===== src/fdnp_cfg.svh =====
// Constants of the full-duplex nibble port: register offsets, field positions,
// reset values and port clock timing.
// Assumes inclusion by bare name from the port module.
`ifndef FDNP_CFG_SVH
`define FDNP_CFG_SVH

// Register offsets
`define FDNP_OFS_CLK_CTRL 5'h05
`define FDNP_OFS_RX_GAIN 5'h09
`define FDNP_OFS_GAIN_SRC 5'h0b
`define FDNP_OFS_TX_FMT 5'h0c
`define FDNP_OFS_RX_FMT 5'h0d
`define FDNP_OFS_DRIVE 5'h0e

// Clock control fields
`define FDNP_CLK_STOP 0
`define FDNP_CLK_INV 1
`define FDNP_CLK_OSC 2

// Port format fields, same positions for both directions
`define FDNP_FMT_TWOS 0
`define FDNP_FMT_NEG 1
`define FDNP_FMT_LSFIRST 2
`define FDNP_FMT_FIVE 3
`define FDNP_FMT_SYNCINV 4
`define FDNP_FMT_RXOFF 5

// Gain source fields and the gain register enable bit
`define FDNP_SRC_TXBUS 2
`define FDNP_SRC_SWSTROBE 3
`define FDNP_SRC_PORT_RX 5
`define FDNP_SRC_PORT_TX 6
`define FDNP_GAIN_EN 6

// Reset values
`define FDNP_RST_CLK_CTRL 8'h00
`define FDNP_RST_GAIN_SRC 8'h04
`define FDNP_RST_FMT 8'h01
`define FDNP_RST_DRIVE 8'h00
`define FDNP_RST_GAIN 6'h00

// Port clock timing: half period in ns and in system clock cycles (50 ns)
`define FDNP_CLK_PERIOD_NS 50
`define FDNP_PCLK_HALF_NS 200
`define FDNP_PCLK_HALF_CYC (`FDNP_PCLK_HALF_NS / `FDNP_CLK_PERIOD_NS)

`endif


===== src/fdnp_pkg.sv =====
// Types shared by the full-duplex nibble port.
// Assumes fdnp_cfg.svh is in the include path.
`default_nettype none

package fdnp_pkg;
  // Serial port frame progress
  typedef enum logic [1:0] {
    FDNP_SPI_IDLE = 2'b00,
    FDNP_SPI_HEAD = 2'b01,
    FDNP_SPI_DATA = 2'b10
  } fdnp_spi_state_type;

  // Receive nibble phase
  typedef enum logic {
    FDNP_RX_FIRST = 1'b0,
    FDNP_RX_SECOND = 1'b1
  } fdnp_rx_phase_type;
endpackage : fdnp_pkg

`default_nettype wire


===== src/fdnp_port.sv =====
// Full-duplex nibble data port with receive gain update and serial register port.
// Assumes a 20 MHz clk, synchronous active-high reset, host pins asynchronous to clk,
// and converter-side words on the clk domain.
`default_nettype none
`include "fdnp_cfg.svh"

module fdnp_port (
  input wire logic clk,
  input wire logic reset,
  input wire logic mode_strap,
  input wire logic oscillator_input,
  output logic port_clock_out,
  input wire logic [5:0] tx_nibble,
  input wire logic tx_word_sync,
  input wire logic tx_quiet_n,
  input wire logic gain_strobe,
  input wire logic [5:0] gain_word_port,
  output logic [5:0] rx_nibble,
  output logic rx_nibble_oe,
  output logic rx_word_sync,
  output logic [9:0] tx_word,
  output logic tx_word_valid,
  output logic tx_output_enable,
  input wire logic [9:0] rx_word,
  output logic rx_word_take,
  output logic [5:0] receive_gain_amp,
  output logic [5:0] transmit_gain_amp,
  output logic low_drive,
  input wire logic spi_sclk,
  input wire logic spi_sen_n,
  input wire logic spi_sdi,
  output logic spi_sdo,
  output logic spi_sdo_oe
);
  import fdnp_pkg::*;

  // Two-flop synchronisers for every pin; stage one feeds only stage two
  logic [19:0] pin_s1_q;
  logic [19:0] pin_s2_q;
  always_ff @(posedge clk) begin
    if (reset) begin
      pin_s1_q <= 20'h00000;
      pin_s2_q <= 20'h00000;
    end else begin
      pin_s1_q <= {mode_strap, oscillator_input, tx_nibble, tx_word_sync, tx_quiet_n, gain_strobe,
                   gain_word_port, spi_sclk, spi_sen_n, spi_sdi};
      pin_s2_q <= pin_s1_q;
    end
  end

  logic mode_s;
  logic osc_s;
  logic [5:0] txn_s;
  logic tx_word_sync_s;
  logic quiet_s;
  logic strobe_s;
  logic [5:0] gport_s;
  logic sclk_s;
  logic sen_s;
  logic sdi_s;
  assign {mode_s, osc_s, txn_s, tx_word_sync_s, quiet_s, strobe_s, gport_s, sclk_s, sen_s, sdi_s} = pin_s2_q;

  // Configuration registers
  logic [7:0] clk_ctrl_q;
  logic [7:0] gain_src_q;
  logic [7:0] tx_fmt_q;
  logic [7:0] rx_fmt_q;
  logic [7:0] drive_q;
  logic [5:0] rx_gain_q;
  logic [5:0] tx_gain_q;
  logic gain_en_q; // Last written serial enable bit of the gain register

  // Port clock generation
  logic [2:0] div_cnt_q;
  logic div_clk_q;
  always_ff @(posedge clk) begin
    if (reset) begin
      div_cnt_q <= 3'h0;
      div_clk_q <= 1'b0;
    end else if (div_cnt_q == 3'(`FDNP_PCLK_HALF_CYC - 1)) begin
      div_cnt_q <= 3'h0;
      div_clk_q <= ~div_clk_q; // Nibble-rate clock from the synthesizer divider
    end else begin
      div_cnt_q <= div_cnt_q + 3'h1;
    end
  end

  // Timing base is the pin-side clock: divider or buffered oscillator, then inversion
  logic pclk_d;
  logic pclk_prev_q;
  logic pclk_run;
  assign pclk_d = (clk_ctrl_q[`FDNP_CLK_OSC] ? osc_s : div_clk_q) ^ clk_ctrl_q[`FDNP_CLK_INV];
  assign pclk_run = mode_s & ~clk_ctrl_q[`FDNP_CLK_STOP];

  // Clock pin and edge tracking; a stopped clock stops both buses
  always_ff @(posedge clk) begin
    if (reset) begin
      port_clock_out <= 1'b0;
      pclk_prev_q <= 1'b0;
    end else begin
      port_clock_out <= pclk_run & pclk_d; // Held low when stopped
      pclk_prev_q <= pclk_d;
    end
  end

  logic pclk_rise;
  logic pclk_fall;
  logic tx_edge;
  logic rx_edge;
  assign pclk_rise = pclk_run & pclk_d & ~pclk_prev_q;
  assign pclk_fall = pclk_run & ~pclk_d & pclk_prev_q;
  // Transmit samples on the selected edge
  assign tx_edge = tx_fmt_q[`FDNP_FMT_NEG] ? pclk_fall : pclk_rise;
  // Receive changes on the edge opposite its validating edge
  assign rx_edge = rx_fmt_q[`FDNP_FMT_NEG] ? pclk_rise : pclk_fall;

  // Transmit nibble decode; the first level follows the sync invert bit
  logic tx_first_lvl;
  logic gain_strobe_eff;
  logic tx_gain_load;
  assign tx_first_lvl = (tx_word_sync_s == tx_fmt_q[`FDNP_FMT_SYNCINV]);
  assign gain_strobe_eff = strobe_s | gain_src_q[`FDNP_SRC_SWSTROBE];
  // Strobe high with first-level sync diverts the nibble to receive gain
  // Hosts are expected to keep the strobe low while transmitting
  assign tx_gain_load = tx_edge & gain_strobe_eff & tx_first_lvl & gain_src_q[`FDNP_SRC_TXBUS];

  // Word assembly of two nibbles
  logic [5:0] tx_first_q;
  logic tx_have_first_q;
  logic [5:0] tx_ms;
  logic [5:0] tx_ls;
  logic [9:0] tx_asm;
  always_comb begin
    tx_ms = tx_fmt_q[`FDNP_FMT_LSFIRST] ? txn_s : tx_first_q;
    tx_ls = tx_fmt_q[`FDNP_FMT_LSFIRST] ? tx_first_q : txn_s;
    if (tx_fmt_q[`FDNP_FMT_FIVE]) begin
      tx_asm = {tx_ms[5:1], tx_ls[5:1]}; // 5/5 on lines [5:1]
    end else begin
      tx_asm = {tx_ms[5:0], tx_ls[3:0]}; // 6/4 default
    end
    // Straight binary turns into the internal twos complement by the sign flip
    tx_asm[9] = tx_asm[9] ^ ~tx_fmt_q[`FDNP_FMT_TWOS];
  end

  // Transmit capture and pairing
  always_ff @(posedge clk) begin
    if (reset) begin
      tx_first_q <= 6'h00;
      tx_have_first_q <= 1'b0; // Partial word dropped
      tx_word <= 10'h000;
      tx_word_valid <= 1'b0;
      tx_output_enable <= 1'b0;
    end else begin
      tx_word_valid <= 1'b0;
      tx_output_enable <= quiet_s & mode_s;
      if (!mode_s) begin
        tx_have_first_q <= 1'b0;
      end else if (tx_edge && !tx_gain_load) begin
        if (tx_first_lvl) begin
          // Long first level keeps refreshing the first nibble
          tx_first_q <= txn_s;
          tx_have_first_q <= 1'b1;
        end else if (tx_have_first_q) begin
          // Quiet input low feeds zeros to the filter
          tx_word <= quiet_s ? tx_asm : 10'h000;
          tx_word_valid <= 1'b1;
          tx_have_first_q <= 1'b0;
        end
      end
    end
  end

  // Receive split: nibble pair per converter word
  fdnp_rx_phase_type rx_phase_q;
  logic [5:0] rx_second_q;
  logic [9:0] rx_w;
  logic [5:0] rx_ms;
  logic [5:0] rx_ls;
  always_comb begin
    rx_w = rx_word;
    rx_w[9] = rx_word[9] ^ ~rx_fmt_q[`FDNP_FMT_TWOS];
    if (rx_fmt_q[`FDNP_FMT_FIVE]) begin
      rx_ms = {rx_w[9:5], 1'b0};
      rx_ls = {rx_w[4:0], 1'b0};
    end else begin
      rx_ms = rx_w[9:4];
      rx_ls = {2'b00, rx_w[3:0]};
    end
  end

  // Receive output driver
  always_ff @(posedge clk) begin
    if (reset) begin
      rx_phase_q <= FDNP_RX_FIRST;
      rx_second_q <= 6'h00;
      rx_nibble <= 6'h00;
      rx_nibble_oe <= 1'b0;
      rx_word_sync <= 1'b0;
      rx_word_take <= 1'b0;
    end else begin
      rx_word_take <= 1'b0;
      rx_nibble_oe <= mode_s & ~rx_fmt_q[`FDNP_FMT_RXOFF];
      if (rx_edge) begin
        unique case (rx_phase_q)
          FDNP_RX_FIRST: begin
            // One converter word every two nibbles
            rx_word_take <= 1'b1;
            rx_nibble <= rx_fmt_q[`FDNP_FMT_LSFIRST] ? rx_ls : rx_ms;
            rx_second_q <= rx_fmt_q[`FDNP_FMT_LSFIRST] ? rx_ms : rx_ls;
            rx_word_sync <= rx_fmt_q[`FDNP_FMT_SYNCINV]; // Low for first by default
            rx_phase_q <= FDNP_RX_SECOND;
          end
          FDNP_RX_SECOND: begin
            rx_nibble <= rx_second_q;
            rx_word_sync <= ~rx_fmt_q[`FDNP_FMT_SYNCINV];
            rx_phase_q <= FDNP_RX_FIRST;
          end
        endcase
      end
    end
  end

  // Serial register port: 8-bit header (read flag, address) then 8 data bits
  fdnp_spi_state_type spi_state_q;
  logic [2:0] spi_cnt_q;
  logic [7:0] spi_head_q;
  logic [7:0] spi_shift_q;
  logic sclk_prev_q;
  logic spi_wr_q; // One-cycle write commit
  logic [7:0] spi_rd_data;
  logic sclk_rise;
  logic sclk_fall;
  assign sclk_rise = sclk_s & ~sclk_prev_q;
  assign sclk_fall = ~sclk_s & sclk_prev_q;

  // Readback mux; unmapped offsets read zero
  always_comb begin
    unique case (spi_head_q[4:0])
      `FDNP_OFS_CLK_CTRL: spi_rd_data = clk_ctrl_q;
      `FDNP_OFS_RX_GAIN: spi_rd_data = gain_en_q ? {2'b01, rx_gain_q} : 8'h00;
      `FDNP_OFS_GAIN_SRC: spi_rd_data = gain_src_q;
      `FDNP_OFS_TX_FMT: spi_rd_data = tx_fmt_q;
      `FDNP_OFS_RX_FMT: spi_rd_data = rx_fmt_q;
      `FDNP_OFS_DRIVE: spi_rd_data = drive_q;
      default: spi_rd_data = 8'h00;
    endcase
  end

  // Frame sequencing and shifting
  always_ff @(posedge clk) begin
    if (reset) begin
      spi_state_q <= FDNP_SPI_IDLE;
      spi_cnt_q <= 3'h0;
      spi_head_q <= 8'h00;
      spi_shift_q <= 8'h00;
      sclk_prev_q <= 1'b0;
      spi_wr_q <= 1'b0;
      spi_sdo <= 1'b0;
      spi_sdo_oe <= 1'b0;
    end else begin
      sclk_prev_q <= sclk_s;
      spi_wr_q <= 1'b0;
      if (sen_s) begin
        // Enable high aborts any frame
        spi_state_q <= FDNP_SPI_IDLE;
        spi_cnt_q <= 3'h0;
        spi_sdo_oe <= 1'b0;
      end else begin
        unique case (spi_state_q)
          FDNP_SPI_IDLE: begin
            spi_state_q <= FDNP_SPI_HEAD;
            spi_cnt_q <= 3'h0;
          end
          FDNP_SPI_HEAD: begin
            if (sclk_rise) begin
              spi_head_q <= {spi_head_q[6:0], sdi_s};
              spi_cnt_q <= spi_cnt_q + 3'h1;
              if (spi_cnt_q == 3'h7) begin
                spi_state_q <= FDNP_SPI_DATA;
              end
            end
          end
          FDNP_SPI_DATA: begin
            if (spi_head_q[7]) begin
              // Read: first bit leaves on the fall after the header
              if (sclk_fall) begin
                if (!spi_sdo_oe) begin
                  spi_sdo <= spi_rd_data[7];
                  spi_shift_q <= {spi_rd_data[6:0], 1'b0};
                end else begin
                  spi_sdo <= spi_shift_q[7];
                  spi_shift_q <= {spi_shift_q[6:0], 1'b0};
                end
                spi_sdo_oe <= 1'b1;
              end
            end else if (sclk_rise) begin
              spi_shift_q <= {spi_shift_q[6:0], sdi_s};
              spi_cnt_q <= spi_cnt_q + 3'h1;
              if (spi_cnt_q == 3'h7) begin
                spi_wr_q <= 1'b1;
                spi_state_q <= FDNP_SPI_HEAD; // Further bytes start a new header
              end
            end
          end
          default: spi_state_q <= FDNP_SPI_IDLE;
        endcase
      end
    end
  end

  // Configuration register writes
  always_ff @(posedge clk) begin
    if (reset) begin
      clk_ctrl_q <= `FDNP_RST_CLK_CTRL;
      gain_src_q <= `FDNP_RST_GAIN_SRC;
      tx_fmt_q <= `FDNP_RST_FMT;
      rx_fmt_q <= `FDNP_RST_FMT;
      drive_q <= `FDNP_RST_DRIVE;
      gain_en_q <= 1'b0;
    end else if (spi_wr_q) begin
      unique case (spi_head_q[4:0])
        `FDNP_OFS_CLK_CTRL: clk_ctrl_q <= spi_shift_q;
        `FDNP_OFS_RX_GAIN: gain_en_q <= spi_shift_q[`FDNP_GAIN_EN];
        `FDNP_OFS_GAIN_SRC: gain_src_q <= spi_shift_q;
        `FDNP_OFS_TX_FMT: tx_fmt_q <= spi_shift_q;
        `FDNP_OFS_RX_FMT: rx_fmt_q <= spi_shift_q;
        `FDNP_OFS_DRIVE: drive_q <= spi_shift_q;
        default: ;
      endcase
    end
  end

  // Gain registers: port selection beats the transmit bus, which beats serial writes
  always_ff @(posedge clk) begin
    if (reset) begin
      rx_gain_q <= `FDNP_RST_GAIN; // Minimum gain code
      tx_gain_q <= `FDNP_RST_GAIN;
    end else begin
      if (gain_src_q[`FDNP_SRC_PORT_RX]) begin
        rx_gain_q <= gport_s; // Direct pass, no strobe
      end else if (tx_gain_load) begin
        rx_gain_q <= txn_s;
      end else if (spi_wr_q && spi_head_q[4:0] == `FDNP_OFS_RX_GAIN && spi_shift_q[`FDNP_GAIN_EN]) begin
        rx_gain_q <= spi_shift_q[5:0];
      end
      if (gain_src_q[`FDNP_SRC_PORT_TX]) begin
        tx_gain_q <= gport_s;
      end
    end
  end

  // Registered gain and drive outputs
  always_ff @(posedge clk) begin
    if (reset) begin
      receive_gain_amp <= `FDNP_RST_GAIN;
      transmit_gain_amp <= `FDNP_RST_GAIN;
      low_drive <= 1'b0;
    end else begin
      receive_gain_amp <= rx_gain_q;
      transmit_gain_amp <= tx_gain_q;
      low_drive <= drive_q[7];
    end
  end
endmodule : fdnp_port

`default_nettype wire


===== config.mk =====
export PLATFORM = sky130hd
export DESIGN_NAME = fdnp_port
export DESIGN_NICKNAME = d
export VERILOG_FILES = /design/src/fdnp_pkg.sv /design/src/fdnp_port.sv
export VERILOG_INCLUDE_DIRS = /design/src
export SDC_FILE = /design/constraint.sdc
export NUM_CORES = 1
export LEC_CHECK = 0
export BUFFER_PORTS_ARGS = -buffer_cell sky130_fd_sc_hd__buf_2
export CORE_MARGIN = 1.5
export CORE_UTILIZATION = 50
export CTS_CLUSTER_DIAMETER = 150
export DETAILED_ROUTE_END_ITERATION = 8
export GPL_TIMING_DRIVEN = 0
export PLACE_DENSITY = 0.75
export SLEW_MARGIN = 0
export SYNTH_ARGS = -nofsm -noshare
export SYNTH_HDL_FRONTEND = slang
export SYNTH_SLANG_ARGS = --single-unit
export TNS_END_PERCENT = 50

===== constraint.sdc =====
create_clock -name clk -period 3.1 [get_ports clk]
set_input_delay 0.62 -clock clk [delete_from_list [all_inputs] [get_ports clk]]
set_output_delay 0.62 -clock clk [all_outputs]
set_load 0.01 [all_outputs]

==> flow_summary_export.csv <==
group,metric,value,unit
outcome,status,"finished clean",
floorplan,core,13900,um^2
flow_run,maxCapViolations,0,
critical_path,reg2reg_slack,0.86,ns
global_routing,grt_max_degree,17,
sta,worst_slew_pin_slew,1.07,ns
global_routing,antenna_found_initial,0,
cts,clockBufferDepth,2,
critical_path,reg2reg_from,"spi_head_q[1]$_SDFFE_PP0P_",
critical_path,crit_path_end_kind,"flip-flop",
detailed_routing,first_pass_iters,6,
floorplan,dieArea,15000,um^2
synth,syn_nets,796,
placed_design,dp_cells,1003,
cts,post_cts_resized,0,
synth,synth_async_sr_flop_share,0,%
sta,slew_viol_final,0,
synth,synth-warning-count,0,
layout,final_nets,882,
cts,cts_sinks,172,
synth,syn_area,7150,um^2
min_path,hold_path_class,"input port to flip-flop",
layout,final_layout_size_suffix_gt1_share,16.1,%
global_routing,track_usage,23.9,%
floorplan,pin_count,69,
synth,yosys.area.top_type,"dfxtp_1",
critical_path,cp-start-kind,"input port",
sta,skew,0.00792,ns
synth,synthTopCellsByArea,"dfxtp_1 48%, mux2i_1 7.0%, nor2b_1 5.4%",
placed_design,place_ws,0.423,ns
sta,timing.final.hold_violations,0,
power,power.density,538,nW/um^2
synth,synthTopCellsByCount,"172 x dfxtp_1, 68 x nor2_1, 62 x nor2b_1, 56 x a21oi_1, 52 x nand2_1",
critical_path,critPathCapture,"rx_fmt_q[4]$_SDFFE_PP0P_",
detailed_routing,postRouteWirelength,17100,um
critical_path,arrival,2.58,ns
cts,clock_latency,0.43,ns
cts,htreeDepth,4,
critical_path,critical_path_peak_fanout,10,
layout,area_delta_synth_final,15.5,%
sta,post-route-period-util,74.1,%
floorplan,start_util,51.3,%
sta,rsz0062_at_grt,"no",
sta,relSlewSlack,28.2,%
global_routing,grt_overflow,0,
synth,ys_seq_elements,172,
synth,syn_avg_cell_area,9.45,um^2
placed_design,io_buffers,67,
sta,fin_setup_tns,0,ns
sta,fin_crit,2.30,ns
layout,diodes,0,
placed_design,hpwl,11900,um
detailed_routing,vias_per_cell,5.61,
placed_design,place.gp.congestion,0.874,
synth,synth.top_cell.area_share,48.2,%
sta,setup_viol,0,
global_routing,first_global_vias,5308,
synth,postSynthCellCount,756,
synth,yosysMostFrequentCell,"dfxtp_1",
layout,instances_no_fill,1033,
detailed_routing,ant_nets,0,
cts,clkTransAtPathRegs,0.06,ns
critical_path,crit_type,"input port to flip-flop",
sta,max_clock_freq,435,MHz
detailed_routing,drc,0,
synth,yosysUniqueCellTypes,59,
floorplan,die_x,123,um
critical_path,timing.rr.end,"clk_ctrl_q[4]$_SDFFE_PP0P_",
critical_path,required,3.38,ns
cts,clockRootBuffer,"clkbuf_16",
critical_path,r2r_cells,6,
detailed_routing,num_vias,5799,
global_routing,grt_pass1_wl,27400,um
cts,cts_tree,"yes",
power,max-vdd-ir-drop,0.413,mV
sta,fin_ws,0.802,ns
synth,seq_area_frac_synth,48.2,%
critical_path,critPathLaunch,"reset",
floorplan,rows,43,
cts,hold_buffers,0,
cts,post_cts_buffers,0,
detailed_routing,drt_iter0_drc,454,
power,leakage,3.26,nW
synth,synth_edf_count,0,
cts,cts_made_buffers,17,
floorplan,fp.dieH,123,um
synth,synth_top_flop_cell,"dfxtp_1",
detailed_routing,wl_per_cell,16.6,um
## routing by layer
| layer | vias up | wire length, um | GRT usage, % |
|---|---|---|---|
| met5 | - | 0 | 0 |
| met4 | 0 | 492 | 11.6 |
| met3 | 38 | 1190 | 5.76 |
| met2 | 237 | 7490 | 35.6 |
| met1 | 2688 | 7930 | 32.6 |
| li1 | 2836 | - | - |
## how the worst min path moves through the flow
| stage | startpoint | to | cells after the start |
|---|---|---|---|
| global placement | div_cnt_q[0]$_SDFF_PP0_ | div_cnt_q[0]$_SDFF_PP0_ | 1 |
| global route | tx_nibble[2] | pin_s1_q[14]$_SDFF_PP0_ | 2 |
| floorplan | div_cnt_q[0]$_SDFF_PP0_ | div_cnt_q[0]$_SDFF_PP0_ | 1 |
| detailed placement | div_cnt_q[0]$_SDFF_PP0_ | div_cnt_q[0]$_SDFF_PP0_ | 1 |
| CTS | gain_strobe | pin_s1_q[9]$_SDFF_PP0_ | 2 |
| finish | gain_word_port[3] | pin_s1_q[6]$_SDFF_PP0_ | 2 |
## cell type report
type / instances / area (um^2)
plain buffers: 55 / 230
clock buffers: 20 / 457
clock inverters: 10 / 93.8
fillers: 1194 / 5680
inverters: 11 / 41.3
multi-input cells: 518 / 3430
flip-flops and latches: 172 / 3440
well taps: 180 / 225
repair buffers: 67 / 335
## state kept, by name, indices dropped and copies added (netlist names), 6 cells and up
register,cells
gain_src_q,8
drive_q,8
pin_s1_q,20
rx_nibble,6
tx_gain_q,6
rx_fmt_q,8
rx_gain_q,6
tx_word,10
rx_second_q,6
receive_gain_amp,6
tx_fmt_q,8
transmit_gain_amp,6
spi_shift_q,8
clk_ctrl_q,8
pin_s2_q,20
tx_first_q,6
spi_head_q,8
## cell families after synthesis
group	after synthesis	synth area share, %
compound gates	147	13.6
simple gates	286	21.2
buf+inv	66	3.80
flops	172	48.2
xor+xnor	7	0.858
fa+ha+maj	8	1.40
mux	70	11.0
## critical path: stages
cell and delay [ns]:
clkbuf_1 0.49, clkbuf_1 0.40, clkbuf_1 0.38, clkbuf_1 0.55, nor2_1 0.13
## placed cells by master, fill, tap and decap left out, types with 9 or more instances in the layout
master	Yosys	layout
a211oi_1	9	9
a21oi_1	56	56
and3_1	9	9
buf_2	10	77
clkbuf_1	39	40
clkbuf_16	0	17
dfxtp_1	172	172
inv_1	11	11
mux2_2	14	14
mux2i_1	50	50
nand2_1	52	52
nand3_1	18	18
nand4_1	12	12
nor2_1	68	68
nor2b_1	62	62
nor3_1	13	13
o21ai_0	28	28
o2bb2ai_1	9	9
## where the power goes
group / total (W) / switching, W / internal, W
logic: 0.000173 / 0.000106 / 0.0000669
registers: 0.00226 / 0.0000198 / 0.00224
clock network: 0.00200 / 0.000864 / 0.00114
## metrics by stage
step | hold WS, ns | instance area [um^2] | power (W) | utilization, %
2_1_floorplan | 0.404 | 7150 | 0.00242 | -
3_3_place_gp | 0.417 | 7710 | 0.00248 | 55.3
3_5_place_dp | 0.418 | 7710 | 0.00248 | 55.3
4_1_cts | 0.382 | 8260 | 0.00446 | 59.3
5_1_grt | 0.391 | 8260 | 0.00458 | 59.3
6_report | 0.394 | 8260 | 0.00444 | 59.3
Power figures use the tool's default switching activity.
